`src/phy_diag_regs.svh`:
```
// Offsets, field positions, reset values and codes of the PHY diagnostic bank
`ifndef PHY_DIAG_REGS_SVH
`define PHY_DIAG_REGS_SVH
// Register indices, byte address is four times the index
`define IDX_P1_DIAG 6'h00
`define IDX_P1_CTRL 6'h02
`define IDX_P2_DIAG 6'h04
`define IDX_P1_ALIAS 6'h10
`define IDX_P2_ALIAS 6'h11
`define IDX_IRQ_STAT 6'h12
`define IDX_IRQ_MASK 6'h13
// Diagnostic register fields
`define DIAG_EN_BIT 15
`define DIAG_RES_LSB 13
`define DIAG_SHORT_BIT 12
`define DIAG_CNT_W 9
// PHY bank register zero alias fields
`define ALIAS_SHORT_BIT 15
`define ALIAS_RES_LSB 13
`define ALIAS_EN_BIT 12
`define ALIAS_FORCE_BIT 11
`define ALIAS_PWR_BIT 10
`define ALIAS_LB_BIT 9
// Special control fields
`define CTRL_POL_BIT 5
`define CTRL_MDIX_BIT 4
`define CTRL_FORCE_BIT 3
`define CTRL_PWR_BIT 2
`define CTRL_LB_BIT 1
// Reset values
`define RST_FORCE 1'b0
`define RST_PWR 1'b1
`define RST_LB 1'b0
`define RST_RESULT 2'h0
`define RST_SHORT 1'b0
`define RST_COUNT 9'h000
// Interrupt status bits
`define IRQ_P1_DONE 0
`define IRQ_P2_DONE 1
`define IRQ_BITS 2
// Bus responses
`define RESP_OKAY 2'h0
`define RESP_SLVERR 2'h2
`endif

```
`src/phy_diag_pkg.sv`:
```
// Types shared by the PHY diagnostic register bank
`include "phy_diag_regs.svh"
package phy_diag_pkg;
  typedef enum logic [1:0] {
    CABLE_NORMAL = 2'h0,
    CABLE_OPEN = 2'h1,
    CABLE_SHORT = 2'h2,
    TEST_FAILED = 2'h3
  } diag_result_t;
  typedef enum logic [0:0] {
    DIAG_IDLE = 1'b0,
    DIAG_RUN = 1'b1
  } diag_state_t;
  // Outcome handed back by the analog measurement
  typedef struct packed {
    logic done;
    diag_result_t result;
    logic near_short_flag;
    logic [`DIAG_CNT_W-1:0] fault_count;
  } diag_report_t;
  // What software sees of one port's diagnostic
  typedef struct packed {
    logic enable;
    diag_result_t result;
    logic near_short_flag;
    logic [`DIAG_CNT_W-1:0] fault_count;
  } diag_view_t;
  typedef struct packed {
    logic force_link;
    logic power_save_off;
    logic near_loopback;
  } line_ctrl_t;
  typedef struct packed {
    logic polarity_reversed;
    logic crossover_state;
  } line_status_t;
endpackage : phy_diag_pkg

```
`src/cable_diag_port.sv`:
```
// Per-port cable diagnostic sequencer and result holder
`timescale 1ns/1ps
`default_nettype none
module cable_diag_port
  import phy_diag_pkg::*;
(
  // Clock and reset
  input wire logic aclk,
  input wire logic aresetn,
  // Software launch request
  input wire logic start_req,
  // Analog measurement side
  input wire diag_report_t report,
  output var logic start_pulse,
  // Register view and completion event
  output var diag_view_t view,
  output var logic done_pulse
);
  typedef struct packed {
    diag_state_t state;
    diag_result_t result;
    logic near_short_flag;
    logic [`DIAG_CNT_W-1:0] fault_count;
    logic start_pulse;
    logic done_pulse;
  } port_state_t;
  port_state_t cur;
  port_state_t next_cur;

  // Launch and completion; a launch while running is ignored
  always_comb begin
    next_cur = cur;
    next_cur.start_pulse = 1'b0;
    next_cur.done_pulse = 1'b0;
    unique case (cur.state)
      DIAG_IDLE: begin
        if (start_req) begin
          next_cur.state = DIAG_RUN;
          next_cur.start_pulse = 1'b1;
        end
      end
      DIAG_RUN: begin
        if (report.done) begin
          next_cur.state = DIAG_IDLE;
          next_cur.result = report.result;
          next_cur.near_short_flag = report.near_short_flag;
          next_cur.fault_count = report.fault_count;
          next_cur.done_pulse = 1'b1;
        end
      end
    endcase
  end

  // Results are only touched on completion, so they hold between tests
  always_ff @(posedge aclk) begin
    if (!aresetn) begin
      cur.state <= DIAG_IDLE;
      cur.result <= diag_result_t'(`RST_RESULT);
      cur.near_short_flag <= `RST_SHORT;
      cur.fault_count <= `RST_COUNT;
      cur.start_pulse <= 1'b0;
      cur.done_pulse <= 1'b0;
    end else begin
      cur <= next_cur;
    end
  end

  assign view = '{enable: (cur.state == DIAG_RUN), result: cur.result,
                  near_short_flag: cur.near_short_flag, fault_count: cur.fault_count};
  assign start_pulse = cur.start_pulse;
  assign done_pulse = cur.done_pulse;
endmodule : cable_diag_port
`default_nettype wire

```
`src/event_irq.sv`:
```
// Sticky event status, mask and level interrupt
`timescale 1ns/1ps
`default_nettype none
module event_irq #(
  parameter int N = 2
) (
  // Clock and reset
  input wire logic aclk,
  input wire logic aresetn,
  // Events and software access
  input wire logic [N-1:0] evt,
  input wire logic stat_rd,
  input wire logic mask_we,
  input wire logic [N-1:0] mask_wdata,
  // State and interrupt
  output var logic [N-1:0] status,
  output var logic [N-1:0] mask,
  output var logic irq
);
  typedef struct packed {
    logic [N-1:0] status;
    logic [N-1:0] mask;
    logic irq;
  } irq_state_t;
  irq_state_t cur;
  irq_state_t next_cur;

  // A read clears, but an event in the same cycle survives it
  always_comb begin
    next_cur = cur;
    next_cur.status = (stat_rd ? '0 : cur.status) | evt;
    if (mask_we) begin
      next_cur.mask = mask_wdata;
    end
    next_cur.irq = |(next_cur.status & next_cur.mask);
  end

  always_ff @(posedge aclk) begin
    if (!aresetn) begin
      cur <= '0;
    end else begin
      cur <= next_cur;
    end
  end

  assign status = cur.status;
  assign mask = cur.mask;
  assign irq = cur.irq;
endmodule : event_irq
`default_nettype wire

```
`src/phy_cable_diag_ctrl_regs.sv`:
```
// PHY cable diagnostic and special control registers behind AXI4-Lite
//
// Register access over AXI4-Lite was chosen for this implementation.
`timescale 1ns/1ps
`default_nettype none
module phy_cable_diag_ctrl_regs
  import phy_diag_pkg::*;
#(
  parameter int ADDR_W = 8
) (
  // Clock and reset
  input wire logic aclk,
  input wire logic aresetn,
  // AXI4-Lite write address
  input wire logic [ADDR_W-1:0] s_axil_awaddr,
  input wire logic s_axil_awvalid,
  output var logic s_axil_awready,
  // AXI4-Lite write data
  input wire logic [31:0] s_axil_wdata,
  input wire logic [3:0] s_axil_wstrb,
  input wire logic s_axil_wvalid,
  output var logic s_axil_wready,
  // AXI4-Lite write response
  output var logic [1:0] s_axil_bresp,
  output var logic s_axil_bvalid,
  input wire logic s_axil_bready,
  // AXI4-Lite read address
  input wire logic [ADDR_W-1:0] s_axil_araddr,
  input wire logic s_axil_arvalid,
  output var logic s_axil_arready,
  // AXI4-Lite read data
  output var logic [31:0] s_axil_rdata,
  output var logic [1:0] s_axil_rresp,
  output var logic s_axil_rvalid,
  input wire logic s_axil_rready,
  // Port 1 analog diagnostic
  output var logic p1_diag_start,
  input wire diag_report_t p1_report,
  // Port 2 analog diagnostic
  output var logic p2_diag_start,
  input wire diag_report_t p2_report,
  // Port 1 line status and control
  input wire line_status_t p1_line_status,
  output var line_ctrl_t p1_line_ctrl,
  // Interrupt
  output var logic irq
);
  ////////////////////////////////////////////////////////////////////////////
  // State
  typedef struct packed {
    logic awready;
    logic wready;
    logic bvalid;
    logic [1:0] bresp;
    logic arready;
    logic rvalid;
    logic [1:0] rresp;
    logic [31:0] rdata;
    logic have_aw;
    logic [5:0] aw_idx;
    logic have_w;
    logic [15:0] wdata;
    logic [1:0] wstrb;
    line_ctrl_t ctrl;
  } bank_state_t;
  bank_state_t cur;
  bank_state_t next_cur;

  diag_view_t p1_view;
  diag_view_t p2_view;
  logic p1_done;
  logic p2_done;
  logic [`IRQ_BITS-1:0] irq_status;
  logic [`IRQ_BITS-1:0] irq_mask;
  logic wr_fire;
  logic rd_fire;
  logic [5:0] ar_idx;
  logic [15:0] merged;
  logic p1_start_req;
  logic p2_start_req;
  logic stat_rd;
  logic mask_we;

  ////////////////////////////////////////////////////////////////////////////
  // Register word layouts

  // Diagnostic register view
  function automatic logic [15:0] diag_word(input diag_view_t v);
    logic [15:0] w;
    w = 16'h0000;
    w[`DIAG_EN_BIT] = v.enable;
    w[`DIAG_RES_LSB +: 2] = v.result;
    w[`DIAG_SHORT_BIT] = v.near_short_flag;
    w[`DIAG_CNT_W-1:0] = v.fault_count;
    return w;
  endfunction : diag_word

  // Same storage seen through PHY register zero
  function automatic logic [15:0] alias_word(input diag_view_t v, input line_ctrl_t c,
                                             input logic has_ctrl);
    logic [15:0] w;
    w = 16'h0000;
    w[`ALIAS_EN_BIT] = v.enable;
    w[`ALIAS_RES_LSB +: 2] = v.result;
    w[`ALIAS_SHORT_BIT] = v.near_short_flag;
    w[`DIAG_CNT_W-1:0] = v.fault_count;
    if (has_ctrl) begin
      w[`ALIAS_FORCE_BIT] = c.force_link;
      w[`ALIAS_PWR_BIT] = c.power_save_off;
      w[`ALIAS_LB_BIT] = c.near_loopback;
    end
    return w;
  endfunction : alias_word

  // Special control view; bit 0 is held as zero
  function automatic logic [15:0] ctrl_word(input line_ctrl_t c, input line_status_t s);
    logic [15:0] w;
    w = 16'h0000;
    w[`CTRL_POL_BIT] = s.polarity_reversed;
    w[`CTRL_MDIX_BIT] = s.crossover_state;
    w[`CTRL_FORCE_BIT] = c.force_link;
    w[`CTRL_PWR_BIT] = c.power_save_off;
    w[`CTRL_LB_BIT] = c.near_loopback;
    return w;
  endfunction : ctrl_word

  // Byte-lane merge of a write into an old value
  function automatic logic [15:0] lane_merge(input logic [15:0] old, input logic [15:0] nw,
                                             input logic [1:0] strb);
    logic [15:0] w;
    w = old;
    if (strb[0]) begin
      w[7:0] = nw[7:0];
    end
    if (strb[1]) begin
      w[15:8] = nw[15:8];
    end
    return w;
  endfunction : lane_merge

  // Known indices
  function automatic logic mapped(input logic [5:0] idx);
    return (idx == `IDX_P1_DIAG) || (idx == `IDX_P1_CTRL) || (idx == `IDX_P2_DIAG) ||
           (idx == `IDX_P1_ALIAS) || (idx == `IDX_P2_ALIAS) ||
           (idx == `IDX_IRQ_STAT) || (idx == `IDX_IRQ_MASK);
  endfunction : mapped

  ////////////////////////////////////////////////////////////////////////////
  // Write decode

  // A write fires once both address and data are held and no response waits
  always_comb begin
    wr_fire = cur.have_aw && cur.have_w && !cur.bvalid;
    rd_fire = s_axil_arvalid && cur.arready;
    ar_idx = s_axil_araddr[7:2];
    // Control word as a lane-merged write would leave it
    merged = lane_merge(ctrl_word(cur.ctrl, p1_line_status), cur.wdata, cur.wstrb);
    p1_start_req = 1'b0;
    p2_start_req = 1'b0;
    mask_we = 1'b0;
    if (wr_fire) begin
      unique case (cur.aw_idx)
        `IDX_P1_DIAG: p1_start_req = cur.wstrb[1] && cur.wdata[`DIAG_EN_BIT];
        `IDX_P2_DIAG: p2_start_req = cur.wstrb[1] && cur.wdata[`DIAG_EN_BIT];
        `IDX_P1_ALIAS: p1_start_req = cur.wstrb[1] && cur.wdata[`ALIAS_EN_BIT];
        `IDX_P2_ALIAS: p2_start_req = cur.wstrb[1] && cur.wdata[`ALIAS_EN_BIT];
        `IDX_IRQ_MASK: mask_we = cur.wstrb[0];
        default: mask_we = 1'b0;
      endcase
    end
    // Reading the status word clears it in the same edge that captures it
    stat_rd = rd_fire && (ar_idx == `IDX_IRQ_STAT);
  end

  ////////////////////////////////////////////////////////////////////////////
  // Bus and control state
  always_comb begin
    next_cur = cur;
    // Write address channel
    if (s_axil_awvalid && cur.awready) begin
      next_cur.have_aw = 1'b1;
      next_cur.aw_idx = s_axil_awaddr[7:2];
    end
    // Write data channel, upper lanes carry nothing
    if (s_axil_wvalid && cur.wready) begin
      next_cur.have_w = 1'b1;
      next_cur.wdata = s_axil_wdata[15:0];
      next_cur.wstrb = s_axil_wstrb[1:0];
    end
    // Commit and respond
    if (wr_fire) begin
      next_cur.have_aw = 1'b0;
      next_cur.have_w = 1'b0;
      next_cur.bvalid = 1'b1;
      next_cur.bresp = mapped(cur.aw_idx) ? `RESP_OKAY : `RESP_SLVERR;
      if (cur.aw_idx == `IDX_P1_CTRL) begin
        next_cur.ctrl.force_link = merged[`CTRL_FORCE_BIT];
        next_cur.ctrl.power_save_off = merged[`CTRL_PWR_BIT];
        next_cur.ctrl.near_loopback = merged[`CTRL_LB_BIT];
      end
      if ((cur.aw_idx == `IDX_P1_ALIAS) && cur.wstrb[1]) begin
        next_cur.ctrl.force_link = cur.wdata[`ALIAS_FORCE_BIT];
        next_cur.ctrl.power_save_off = cur.wdata[`ALIAS_PWR_BIT];
        next_cur.ctrl.near_loopback = cur.wdata[`ALIAS_LB_BIT];
      end
    end
    if (cur.bvalid && s_axil_bready) begin
      next_cur.bvalid = 1'b0;
    end
    // Hold off new address or data while a response is pending
    next_cur.awready = !next_cur.have_aw && !next_cur.bvalid;
    next_cur.wready = !next_cur.have_w && !next_cur.bvalid;
    // Read channel: one outstanding read
    if (rd_fire) begin
      next_cur.rvalid = 1'b1;
      next_cur.rresp = mapped(ar_idx) ? `RESP_OKAY : `RESP_SLVERR;
      next_cur.rdata = 32'h0000_0000;
      unique case (ar_idx)
        `IDX_P1_DIAG: next_cur.rdata[15:0] = diag_word(p1_view);
        `IDX_P1_CTRL: next_cur.rdata[15:0] = ctrl_word(cur.ctrl, p1_line_status);
        `IDX_P2_DIAG: next_cur.rdata[15:0] = diag_word(p2_view);
        `IDX_P1_ALIAS: next_cur.rdata[15:0] = alias_word(p1_view, cur.ctrl, 1'b1);
        `IDX_P2_ALIAS: next_cur.rdata[15:0] = alias_word(p2_view, cur.ctrl, 1'b0);
        `IDX_IRQ_STAT: next_cur.rdata[`IRQ_BITS-1:0] = irq_status;
        `IDX_IRQ_MASK: next_cur.rdata[`IRQ_BITS-1:0] = irq_mask;
        default: next_cur.rdata = 32'h0000_0000;
      endcase
    end
    if (cur.rvalid && s_axil_rready) begin
      next_cur.rvalid = 1'b0;
    end
    next_cur.arready = !next_cur.rvalid;
  end

  // Register the whole bank state
  always_ff @(posedge aclk) begin
    if (!aresetn) begin
      cur <= '0;
      cur.awready <= 1'b0;
      cur.wready <= 1'b0;
      cur.arready <= 1'b0;
      cur.ctrl.force_link <= `RST_FORCE;
      cur.ctrl.power_save_off <= `RST_PWR;
      cur.ctrl.near_loopback <= `RST_LB;
    end else begin
      cur <= next_cur;
    end
  end

  ////////////////////////////////////////////////////////////////////////////
  // Per-port diagnostic and interrupt

  // One storage per port, shared by both register views
  cable_diag_port u_p1_diag (
    .aclk(aclk),
    .aresetn(aresetn),
    .start_req(p1_start_req),
    .report(p1_report),
    .start_pulse(p1_diag_start),
    .view(p1_view),
    .done_pulse(p1_done)
  );

  cable_diag_port u_p2_diag (
    .aclk(aclk),
    .aresetn(aresetn),
    .start_req(p2_start_req),
    .report(p2_report),
    .start_pulse(p2_diag_start),
    .view(p2_view),
    .done_pulse(p2_done)
  );

  // Completion of either test raises a sticky event
  event_irq #(
    .N(`IRQ_BITS)
  ) u_irq (
    .aclk(aclk),
    .aresetn(aresetn),
    .evt({p2_done, p1_done}),
    .stat_rd(stat_rd),
    .mask_we(mask_we),
    .mask_wdata(cur.wdata[`IRQ_BITS-1:0]),
    .status(irq_status),
    .mask(irq_mask),
    .irq(irq)
  );

  ////////////////////////////////////////////////////////////////////////////
  // Outputs straight from the state register
  assign s_axil_awready = cur.awready;
  assign s_axil_wready = cur.wready;
  assign s_axil_bvalid = cur.bvalid;
  assign s_axil_bresp = cur.bresp;
  assign s_axil_arready = cur.arready;
  assign s_axil_rvalid = cur.rvalid;
  assign s_axil_rresp = cur.rresp;
  assign s_axil_rdata = cur.rdata;
  assign p1_line_ctrl = cur.ctrl;
endmodule : phy_cable_diag_ctrl_regs
`default_nettype wire

```
`config.mk`:
```
export PLATFORM = sky130hd
export DESIGN_NAME = phy_cable_diag_ctrl_regs
export DESIGN_NICKNAME = d
export VERILOG_FILES = /design/src/phy_diag_pkg.sv /design/src/cable_diag_port.sv /design/src/event_irq.sv /design/src/phy_cable_diag_ctrl_regs.sv
export VERILOG_INCLUDE_DIRS = /design/src
export SDC_FILE = /design/constraint.sdc
export NUM_CORES = 1
export LEC_CHECK = 0
export ABC_AREA = 1
export BUFFER_PORTS_ARGS = -buffer_cell sky130_fd_sc_hd__buf_2
export CAP_MARGIN = 20
export CORE_UTILIZATION = 39
export CTS_BUF_LIST = sky130_fd_sc_hd__clkbuf_16
export DETAILED_ROUTE_END_ITERATION = 8
export GPL_TIMING_DRIVEN = 0
export PLACE_DENSITY = 0.66
export SLEW_MARGIN = 25
export SYNTH_ARGS = -nofsm -noshare
export SYNTH_HDL_FRONTEND = slang
export SYNTH_SLANG_ARGS = --single-unit
```
`constraint.sdc`:
```
create_clock -name aclk -period 1.6 [get_ports aclk]
set_clock_uncertainty 0.2 [all_clocks]
set_input_delay 0.32 -clock aclk [delete_from_list [all_inputs] [get_ports aclk]]
set_output_delay 0.32 -clock aclk [all_outputs]
set_load 0.01 [all_outputs]
```
==> results of run 1 <==
cell usage in the layout, fill, tap and decap left out, types with 4 or more instances in the layout:
cell type / synthesis / routed
nand2_1: 132 / 126
buf_2: 3 / 88
dfxtp_1: 80 / 80
nor2_1: 52 / 48
buf_4: 40 / 41
nand3_1: 40 / 39
inv_1: 36 / 34
a21oi_1: 34 / 33
o21ai_0: 28 / 28
conb_1: 1 / 18
dlygate4sd3_1: 0 / 15
nand4_1: 12 / 12
clkbuf_16: 0 / 9
clkbuf_1: 8 / 8
nand2_2: 2 / 8
nor2_4: 3 / 5
nor2_2: 2 / 4
inv_2: 2 / 4
buf_1: 4 / 4
o21ai_1: 4 / 4
sequential cells by signal, summed over array words and instances (netlist names), 2 cells and up:
name            count
cur                19
u_p2_diag.view     13
u_irq.mask          2
u_p1_diag.view     13
s_axil_rdata       16
p1_line_ctrl        3
u_irq.status        2
cell type report:
| class | count | area, sq um |
|---|---|---|
| plain buffers | 57 | 383 |
| clock buffers | 9 | 225 |
| clock inverters | 7 | 62.6 |
| fillers | 900 | 4110 |
| inverters | 40 | 151 |
| multi-input cells | 341 | 1590 |
| flip-flops and latches | 80 | 1600 |
| well taps | 108 | 135 |
| repair buffers | 101 | 583 |
Yosys cell counts:
| cell | number | area [sq um] |
|---|---|---|
| a211oi_1 | 1 | 7.51 |
| a21oi_1 | 34 | 170 |
| and2_1 | 1 | 6.26 |
| and3_1 | 3 | 18.8 |
| buf_1 | 4 | 15.0 |
| buf_2 | 3 | 15.0 |
| buf_4 | 40 | 300 |
| buf_6 | 2 | 22.5 |
| clkbuf_1 | 8 | 30.0 |
| clkinv_1 | 2 | 7.51 |
| conb_1 | 1 | 3.75 |
| dfxtp_1 | 80 | 1600 |
| inv_1 | 36 | 135 |
| inv_2 | 2 | 7.51 |
| nand2_1 | 132 | 495 |
| nand2_2 | 2 | 12.5 |
| nand3_1 | 40 | 200 |
| nand3_2 | 2 | 20.0 |
| nand3_4 | 1 | 17.5 |
| nand4_1 | 12 | 75.1 |
| nor2_1 | 52 | 195 |
| nor2_2 | 2 | 12.5 |
| nor2_4 | 3 | 33.8 |
| nor3_1 | 1 | 5.00 |
| nor3_4 | 1 | 16.3 |
| o2111ai_1 | 1 | 8.76 |
| o211ai_1 | 1 | 7.51 |
| o21ai_0 | 28 | 140 |
| o21ai_1 | 4 | 20.0 |
| o22ai_1 | 2 | 12.5 |
worst max path at each step:
stage	start	end	slack [ps]	cells after the start
6_report	p1_line_ctrl[2]	p1_line_ctrl[2]	40	2
5_1_grt	cur[27]	u_irq.irq	-30	9
4_1_cts	cur[27]	u_irq.irq	2	9
3_5_place_dp	s_axil_arvalid	s_axil_rdata[13]	-280	6
3_3_place_gp	s_axil_arvalid	s_axil_rdata[13]	-250	6
2_1_floorplan	s_axil_araddr[5]	u_irq.irq	150	9
stage by stage:
stage          TNS (ps)  hold slack [ps]  instances  instance area [sq um]
2_1_floorplan         0              199        518                   3680
3_3_place_gp      -5800              230        711                   4240
3_5_place_dp      -6230              239        711                   4240
4_1_cts               0             1.24        742                   4680
5_1_grt           -88.2             9.48        743                   4740
6_report              0             3.99        743                   4740
repair_timing:
| action | 4_1_cts | 5_1_grt |
|---|---|---|
| gates cloned | 0 | 0 |
| endpoints found under the setup margin | 14 | 21 |
| resized for setup | 2 | 16 |
| endpoints found under the hold margin | 15 | 0 |
| pin swaps | 0 | 5 |
| buffers inserted | 0 | 1 |
| hold buffers | 15 | 0 |
worst max-delay path, cell delays in order, from the launching register on:
cell and delay [ps]:
dfxtp_1 450, buf_4 150, buf_2 110
logic make-up after synthesis:
kind of cell	after synthesis	synth area share, %
AO/OA/AOI/OAI	71	10.1
other	1	0.104
flip-flops	80	44.3
buffers and inverters	97	14.8
AND/OR/NAND/NOR	252	30.7
routing by layer:
layer / global-route usage [%] / vias to the layer above
met2: 32.4 / 106
li1: - / 1815
met3: 3.08 / 15
met1: 27.6 / 1570
met5: 0 / -
met4: 8.61 / 0
power groups by stage:
stage | clock network, mW | logic (mW) | registers [mW]
6_report | 1.98 | 0.465 | 2.08
5_1_grt | 2.08 | 0.519 | 2.09
4_1_cts | 2.00 | 0.445 | 2.08
3_5_place_dp | 0 | 0.414 | 2.12
3_3_place_gp | 0 | 0.406 | 2.12
2_1_floorplan | 0 | 0.258 | 2.12
==> reports/metrics.csv, run 1 <==
stage,metric,value,unit
run_status,failing checks,design-rule violations,
yosys,Mean Syn Cell Area,7.21,sq um
power_and_ir_drop,sw frac,24.2,%
worst_setup_path,critical path arrival,1040,ps
worst_setup_path,"setup slack, reg-to-reg",90,ps
clock_tree,clk sinks,80,
yosys,Yosys reg bits,80,
grt,gr ovfl total,0,
placement,post-DP HPWL,6.90,mm
yosys,cell area after synthesis,0.00361,sq mm
timing,Final Setup Violations,0,
placement,GPL Wtd Cong,0.834,
worst_setup_path,r2r worst-path depth,5,
die,Die W,98.3,microns
cells_and_area,ratio of cells with drive above 1 in the final layout,27.2,%
timing,Max-slew headroom,65.5,%
timing,"Hold Vio Cnt, Final",0,
route,M1 wire length,4.44,mm
grt,vias in the first global route,3344,
grt,first-pass GRT wire length,15.6,mm
yosys,"Distinct cells, synth",30,
route,DR vias,3506,
route,Highest Signal Layer,met4,
power_and_ir_drop,total power,4.53,mW
min_path,worst hold-check path type,in2reg,
grt,largest net degree at the start of global routing,14,
power_and_ir_drop,NetSw,1.10,mW
route,overall routed net length,9.40,mm
min_path,hold path start,p1_report[10],
yosys,Synth Warn #,0,
timing,fin crit share,97.5,%
power_and_ir_drop,clock share of power,43.8,%
worst_setup_path,CP Launch Type,register,
timing,max-slew violations,0,
power_and_ir_drop,VDD IR-drop max,505,uV
placement,IO buf count,85,
route,First-pass DRT Iterations,8,
run_status,outcome,"complete, but fails checks",
clock_tree,Clock Pin Slew Worst Setup and Hold Paths,60,ps
min_path,Hold Path End,u_p1_diag.view[10],
power_and_ir_drop,internal power,3.43,mW
route,met2 wire length,4.33,mm
route,Met3 Wirelength,426,microns
power_and_ir_drop,Seq pwr share,45.9,%
yosys,Syn Inst Count,501,
timing,Fmax achieved,0.641,GHz
route,ANT nets after route,0,
cells_and_area,number of diodes,0,
yosys,register area share after synthesis,44.3,%
die,die area,0.00965,sq mm
timing,Final WS setup,39.8,ps
worst_setup_path,Required @ worst endpoint,1080,ps
cells_and_area,nets@finish,717,
worst_setup_path,Setup CP Type,reg2out,
min_path,worst hold path depth,3,
timing,Tmin final,1560,ps
worst_setup_path,Critical Path End Type,output port,
clock_tree,Root Driver,clkbuf_16,
die,I/O pin cnt,134,
cells_and_area,Area Growth Syn to Fin,31.1,%
route,wire per inst,12.6,microns
clock_tree,CTS tree,built,
cells_and_area,post-layout util,53.5,%
route,Via density,4.72,
die,# rows,34,
clock_tree,Clock Latency Late Sink,340,ps
clock_tree,CTS Buf Count,9,
worst_setup_path,RR Endpoint,s_axil_bresp[1],
grt,GRT Overall Usage,20.4,%
worst_setup_path,CP Max Fanout,4,
worst_setup_path,Crit Reg-Reg Startpoint,s_axil_bvalid,
placement,dpl ws,-282,ps
die,Starting Density,40.8,%
route,DRT iter0 DRCs,154,
timing,slew of the pin with the lowest slew margin,517,ps
die,core area,0.00885,sq mm
power_and_ir_drop,part of the power in combinational logic,10.3,%
clock_tree,clk buf depth,2,
route,Post-route DRC,7,
job,max_cap viols,0,
die,Vert. Die Dim,98.3,microns
power_and_ir_drop,static leakage,2.26,nW
clock_tree,H-tree Lvls,3,
power_and_ir_drop,Power Dens Cells,956,mW/mm^2
grt,antenna violations before repair,0,
timing,unrepaired setup endpoints after global routing,true,
Note: power is estimated with default switching activity, not from simulation.
==> run 2: changes to the inputs <==
- CORE_MARGIN: not set -> 3
- CTS_CLUSTER_DIAMETER: not set -> 150
==> run 2 against run 1 <==
Compared with the run above:
- the run now ends clean
- wire length rose by 2.6%
- largest cell class unchanged
- via count hardly changed
- first-iteration DRC count rose by 3.9%
- clock power shrank 6%
- critical path type unchanged
- largest power group unchanged
==> reports/metrics.csv, run 2 (synthesized netlist as in run 1, its figures left out) <==
stage,metric,value,unit,change
run_status,outcome,"complete, no violations",,
cells_and_area,Area Growth Syn to Fin,32.1,%,
route,wire per inst,12.9,microns,+1.7%
grt,vias in the first global route,3153,,-5.7%
cells_and_area,"most common cell after layout, fill and taps aside",nand2_1,,
cells_and_area,# fillers,865,,-3.9%
clock_tree,H-tree Lvls,3,,unchanged
die,core area,0.00885,sq mm,unchanged
die,# rows,34,,unchanged
timing,WHS,1.08,ps,-2.91 ps
worst_setup_path,"setup slack, reg-to-reg",90,ps,about the same
timing,Final Setup Violations,0,,unchanged
worst_setup_path,CP Max Fanout,4,,unchanged
cells_and_area,number of flip-flops in the largest register,19,,unchanged
worst_setup_path,"delay-heaviest family, CP",flip-flops,,
worst_setup_path,critical path arrival,1020,ps,-20 ps
worst_setup_path,crit path buf inv count,2,,unchanged
cells_and_area,Finished Cell Area,0.00477,sq mm,+0.79%
grt,largest net degree at the start of global routing,15,,+1
worst_setup_path,r2r worst-path depth,8,,+3
cells_and_area,Storage cell area,0.00160,sq mm,about the same
timing,fin crit share,96.5,%,-0.99 points
clock_tree,Clock Latency Late Sink,330,ps,about the same
clock_tree,Root Driver,clkbuf_16,,
clock_tree,clk buf depth,2,,unchanged
job,max_cap viols,0,,unchanged
die,Die W,102,microns,+4.1%
power_and_ir_drop,Power Dens Cells,926,mW/mm^2,-3.1%
route,First-pass DRT Iterations,7,,-1
die,Starting Density,40.8,%,unchanged
cells_and_area,multi-input logic area,0.00159,sq mm,-0.24%
timing,max-slew violations,0,,unchanged
cells_and_area,post-layout util,53.9,%,+0.42 points
route,overall routed net length,9.64,mm,+2.6%
cells_and_area,ratio of cells with drive above 1 in the final layout,27.8,%,+0.53 points
grt,M2 GR Usage,29.2,%,-3.2 points
die,I/O pin cnt,134,,unchanged
worst_setup_path,RR Endpoint,u_irq.mask[1],,
placement,GPL Wtd Cong,0.870,,+4.3%
power_and_ir_drop,VDD IR-drop max,417,uV,-17%
worst_setup_path,crit path to,p1_line_ctrl[1],,
worst_setup_path,Worst Setup SP,p1_line_ctrl[1],,
grt,met1 Usage GRT,24.5,%,-3.1 points
worst_setup_path,Crit Reg-Reg Startpoint,cur[27],,
grt,GRT Overall Usage,18.1,%,-2.3 points
die,Vert. Die Dim,102,microns,+4.1%
worst_setup_path,Setup CP Type,reg2out,,
grt,first-pass GRT wire length,14.8,mm,-4.9%
grt,grt peak-use layer,met2,,
placement,IO buf count,85,,unchanged
placement,Placed Cells,711,,unchanged
cells_and_area,nets@finish,723,,+0.84%
timing,Max-slew headroom,62.4,%,-3.2 points
route,DR vias,3503,,-0.086%
grt,met3 GRT Util,3.14,%,+0.062 points
route,DRT iter0 DRCs,160,,+3.9%
route,Via density,4.68,,-0.89%
route,Post-route DRC,0,,-7
timing,"Hold Vio Cnt, Final",0,,unchanged
worst_setup_path,Worst path depth,2,,unchanged
cells_and_area,"commonest non-fill, non-tap cells in the layout","129 x nand2_1, 88 x buf_2, 79 x dfxtp_1",,
placement,Placement Cell Area,0.00424,sq mm,unchanged
cells_and_area,fin cells,749,,+0.81%
worst_setup_path,CP max stage delay,430,ps,-20 ps
cells_and_area,Reg with most FFs,cur,,
placement,post-DP HPWL,7.18,mm,+4.0%
timing,slew of the pin with the lowest slew margin,565,ps,+47.4 ps
grt,antenna violations before repair,0,,unchanged
worst_setup_path,Required @ worst endpoint,1080,ps,about the same
timing,Tmin final,1540,ps,-15.8 ps
worst_setup_path,CP Launch Type,register,,
route,ANT nets after route,0,,unchanged
power_and_ir_drop,total power,4.42,mW,-2.3%
clock_tree,CTS Buf Count,9,,unchanged
worst_setup_path,Critical Path End Type,output port,,
die,die area,0.0105,sq mm,+8.3%
min_path,worst hold-check path type,in2reg,,
clock_tree,Clock Pin Slew Worst Setup and Hold Paths,60,ps,about the same
clock_tree,CTS tree,built,,
timing,Fmax achieved,0.648,GHz,+1.0%
cells_and_area,number of diodes,0,,unchanged
worst_setup_path,CP cell instances,buf_4 -> buf_2,,
worst_setup_path,CP max stage cell,dfxtp_1,,
power_and_ir_drop,static leakage,2.28,nW,+0.92%
clock_tree,clk sinks,80,,unchanged
grt,gr ovfl total,0,,unchanged
==> run 2: cell types whose count changed in the layout (fill, tap and decap cells not counted), sizes merged <==
cell / before / now
clkinv: 6 / 4
clkinvlp: 2 / 4
bufinv: 1 / 0
buf: 135 / 140
inv: 38 / 39
dlygate4sd3: 15 / 16
==> run 2: final cells by class <==
cell class / count / share of cell area (%)
plain buffers: 57 / 8.02
clock buffers: 9 / 4.72
clock inverters: 7 / 0.996
inverters: 40 / 3.25
multi-input cells: 341 / 33.3
flip-flops and latches: 80 / 33.6
well taps: 108 / 2.83
repair buffers: 107 / 13.3
==> run 2: how the worst min path moves through the flow <==
stage	start	endpoint	slack [ps]	cells past startpoint
after floorplan	cur[21]	s_axil_wready	200	1
after global placement	cur[21]	s_axil_wready	230	1
after detailed placement	cur[21]	s_axil_wready	230	1
after CTS	p1_report[7]	u_p1_diag.view[7]	0.4	3
after global routing	p2_report[9]	u_p2_diag.view[9]	5	3
final	p1_report[7]	u_p1_diag.view[7]	1	3
==> run 2: timing repair <==
action	in CTS	in global routing
endpoints found under the hold margin	16	0
cloned	0	0
pin swaps	1	5
endpoints found under the setup margin	15	26
setup buffers	0	6
hold buffers	16	0
resized for setup	3	16
==> run 2: power breakdown <==
group | total, mW | leakage (nW) | internal, mW | switching (mW)
Sequential | 2.08 | 0.649 | 2.05 | 0.0349
Clock | 1.86 | 0.123 | 1.05 | 0.817
Combinational | 0.476 | 1.51 | 0.201 | 0.275
Total | 4.42 | 2.28 | 3.29 | 1.13
==> run 2: layer usage <==
metal	routed length, microns	up-vias
met5	0	-
met4	167	0
met3	510	14
met2	4560	102
met1	4390	1558
li1	-	1829
==> run 2: metrics by stage <==
step	setup TNS (ps)	setup WS [ps]
after floorplan	0	155
after global placement	-5920	-266
after detailed placement	-6610	-281
after CTS	0	7.98
after global routing	-16.9	-14.0
final	0	55.7
==> run 2: worst min-delay path: stages <==
cell and delay [ps]:
buf_2 80, nand2_1 40, o21ai_0 60
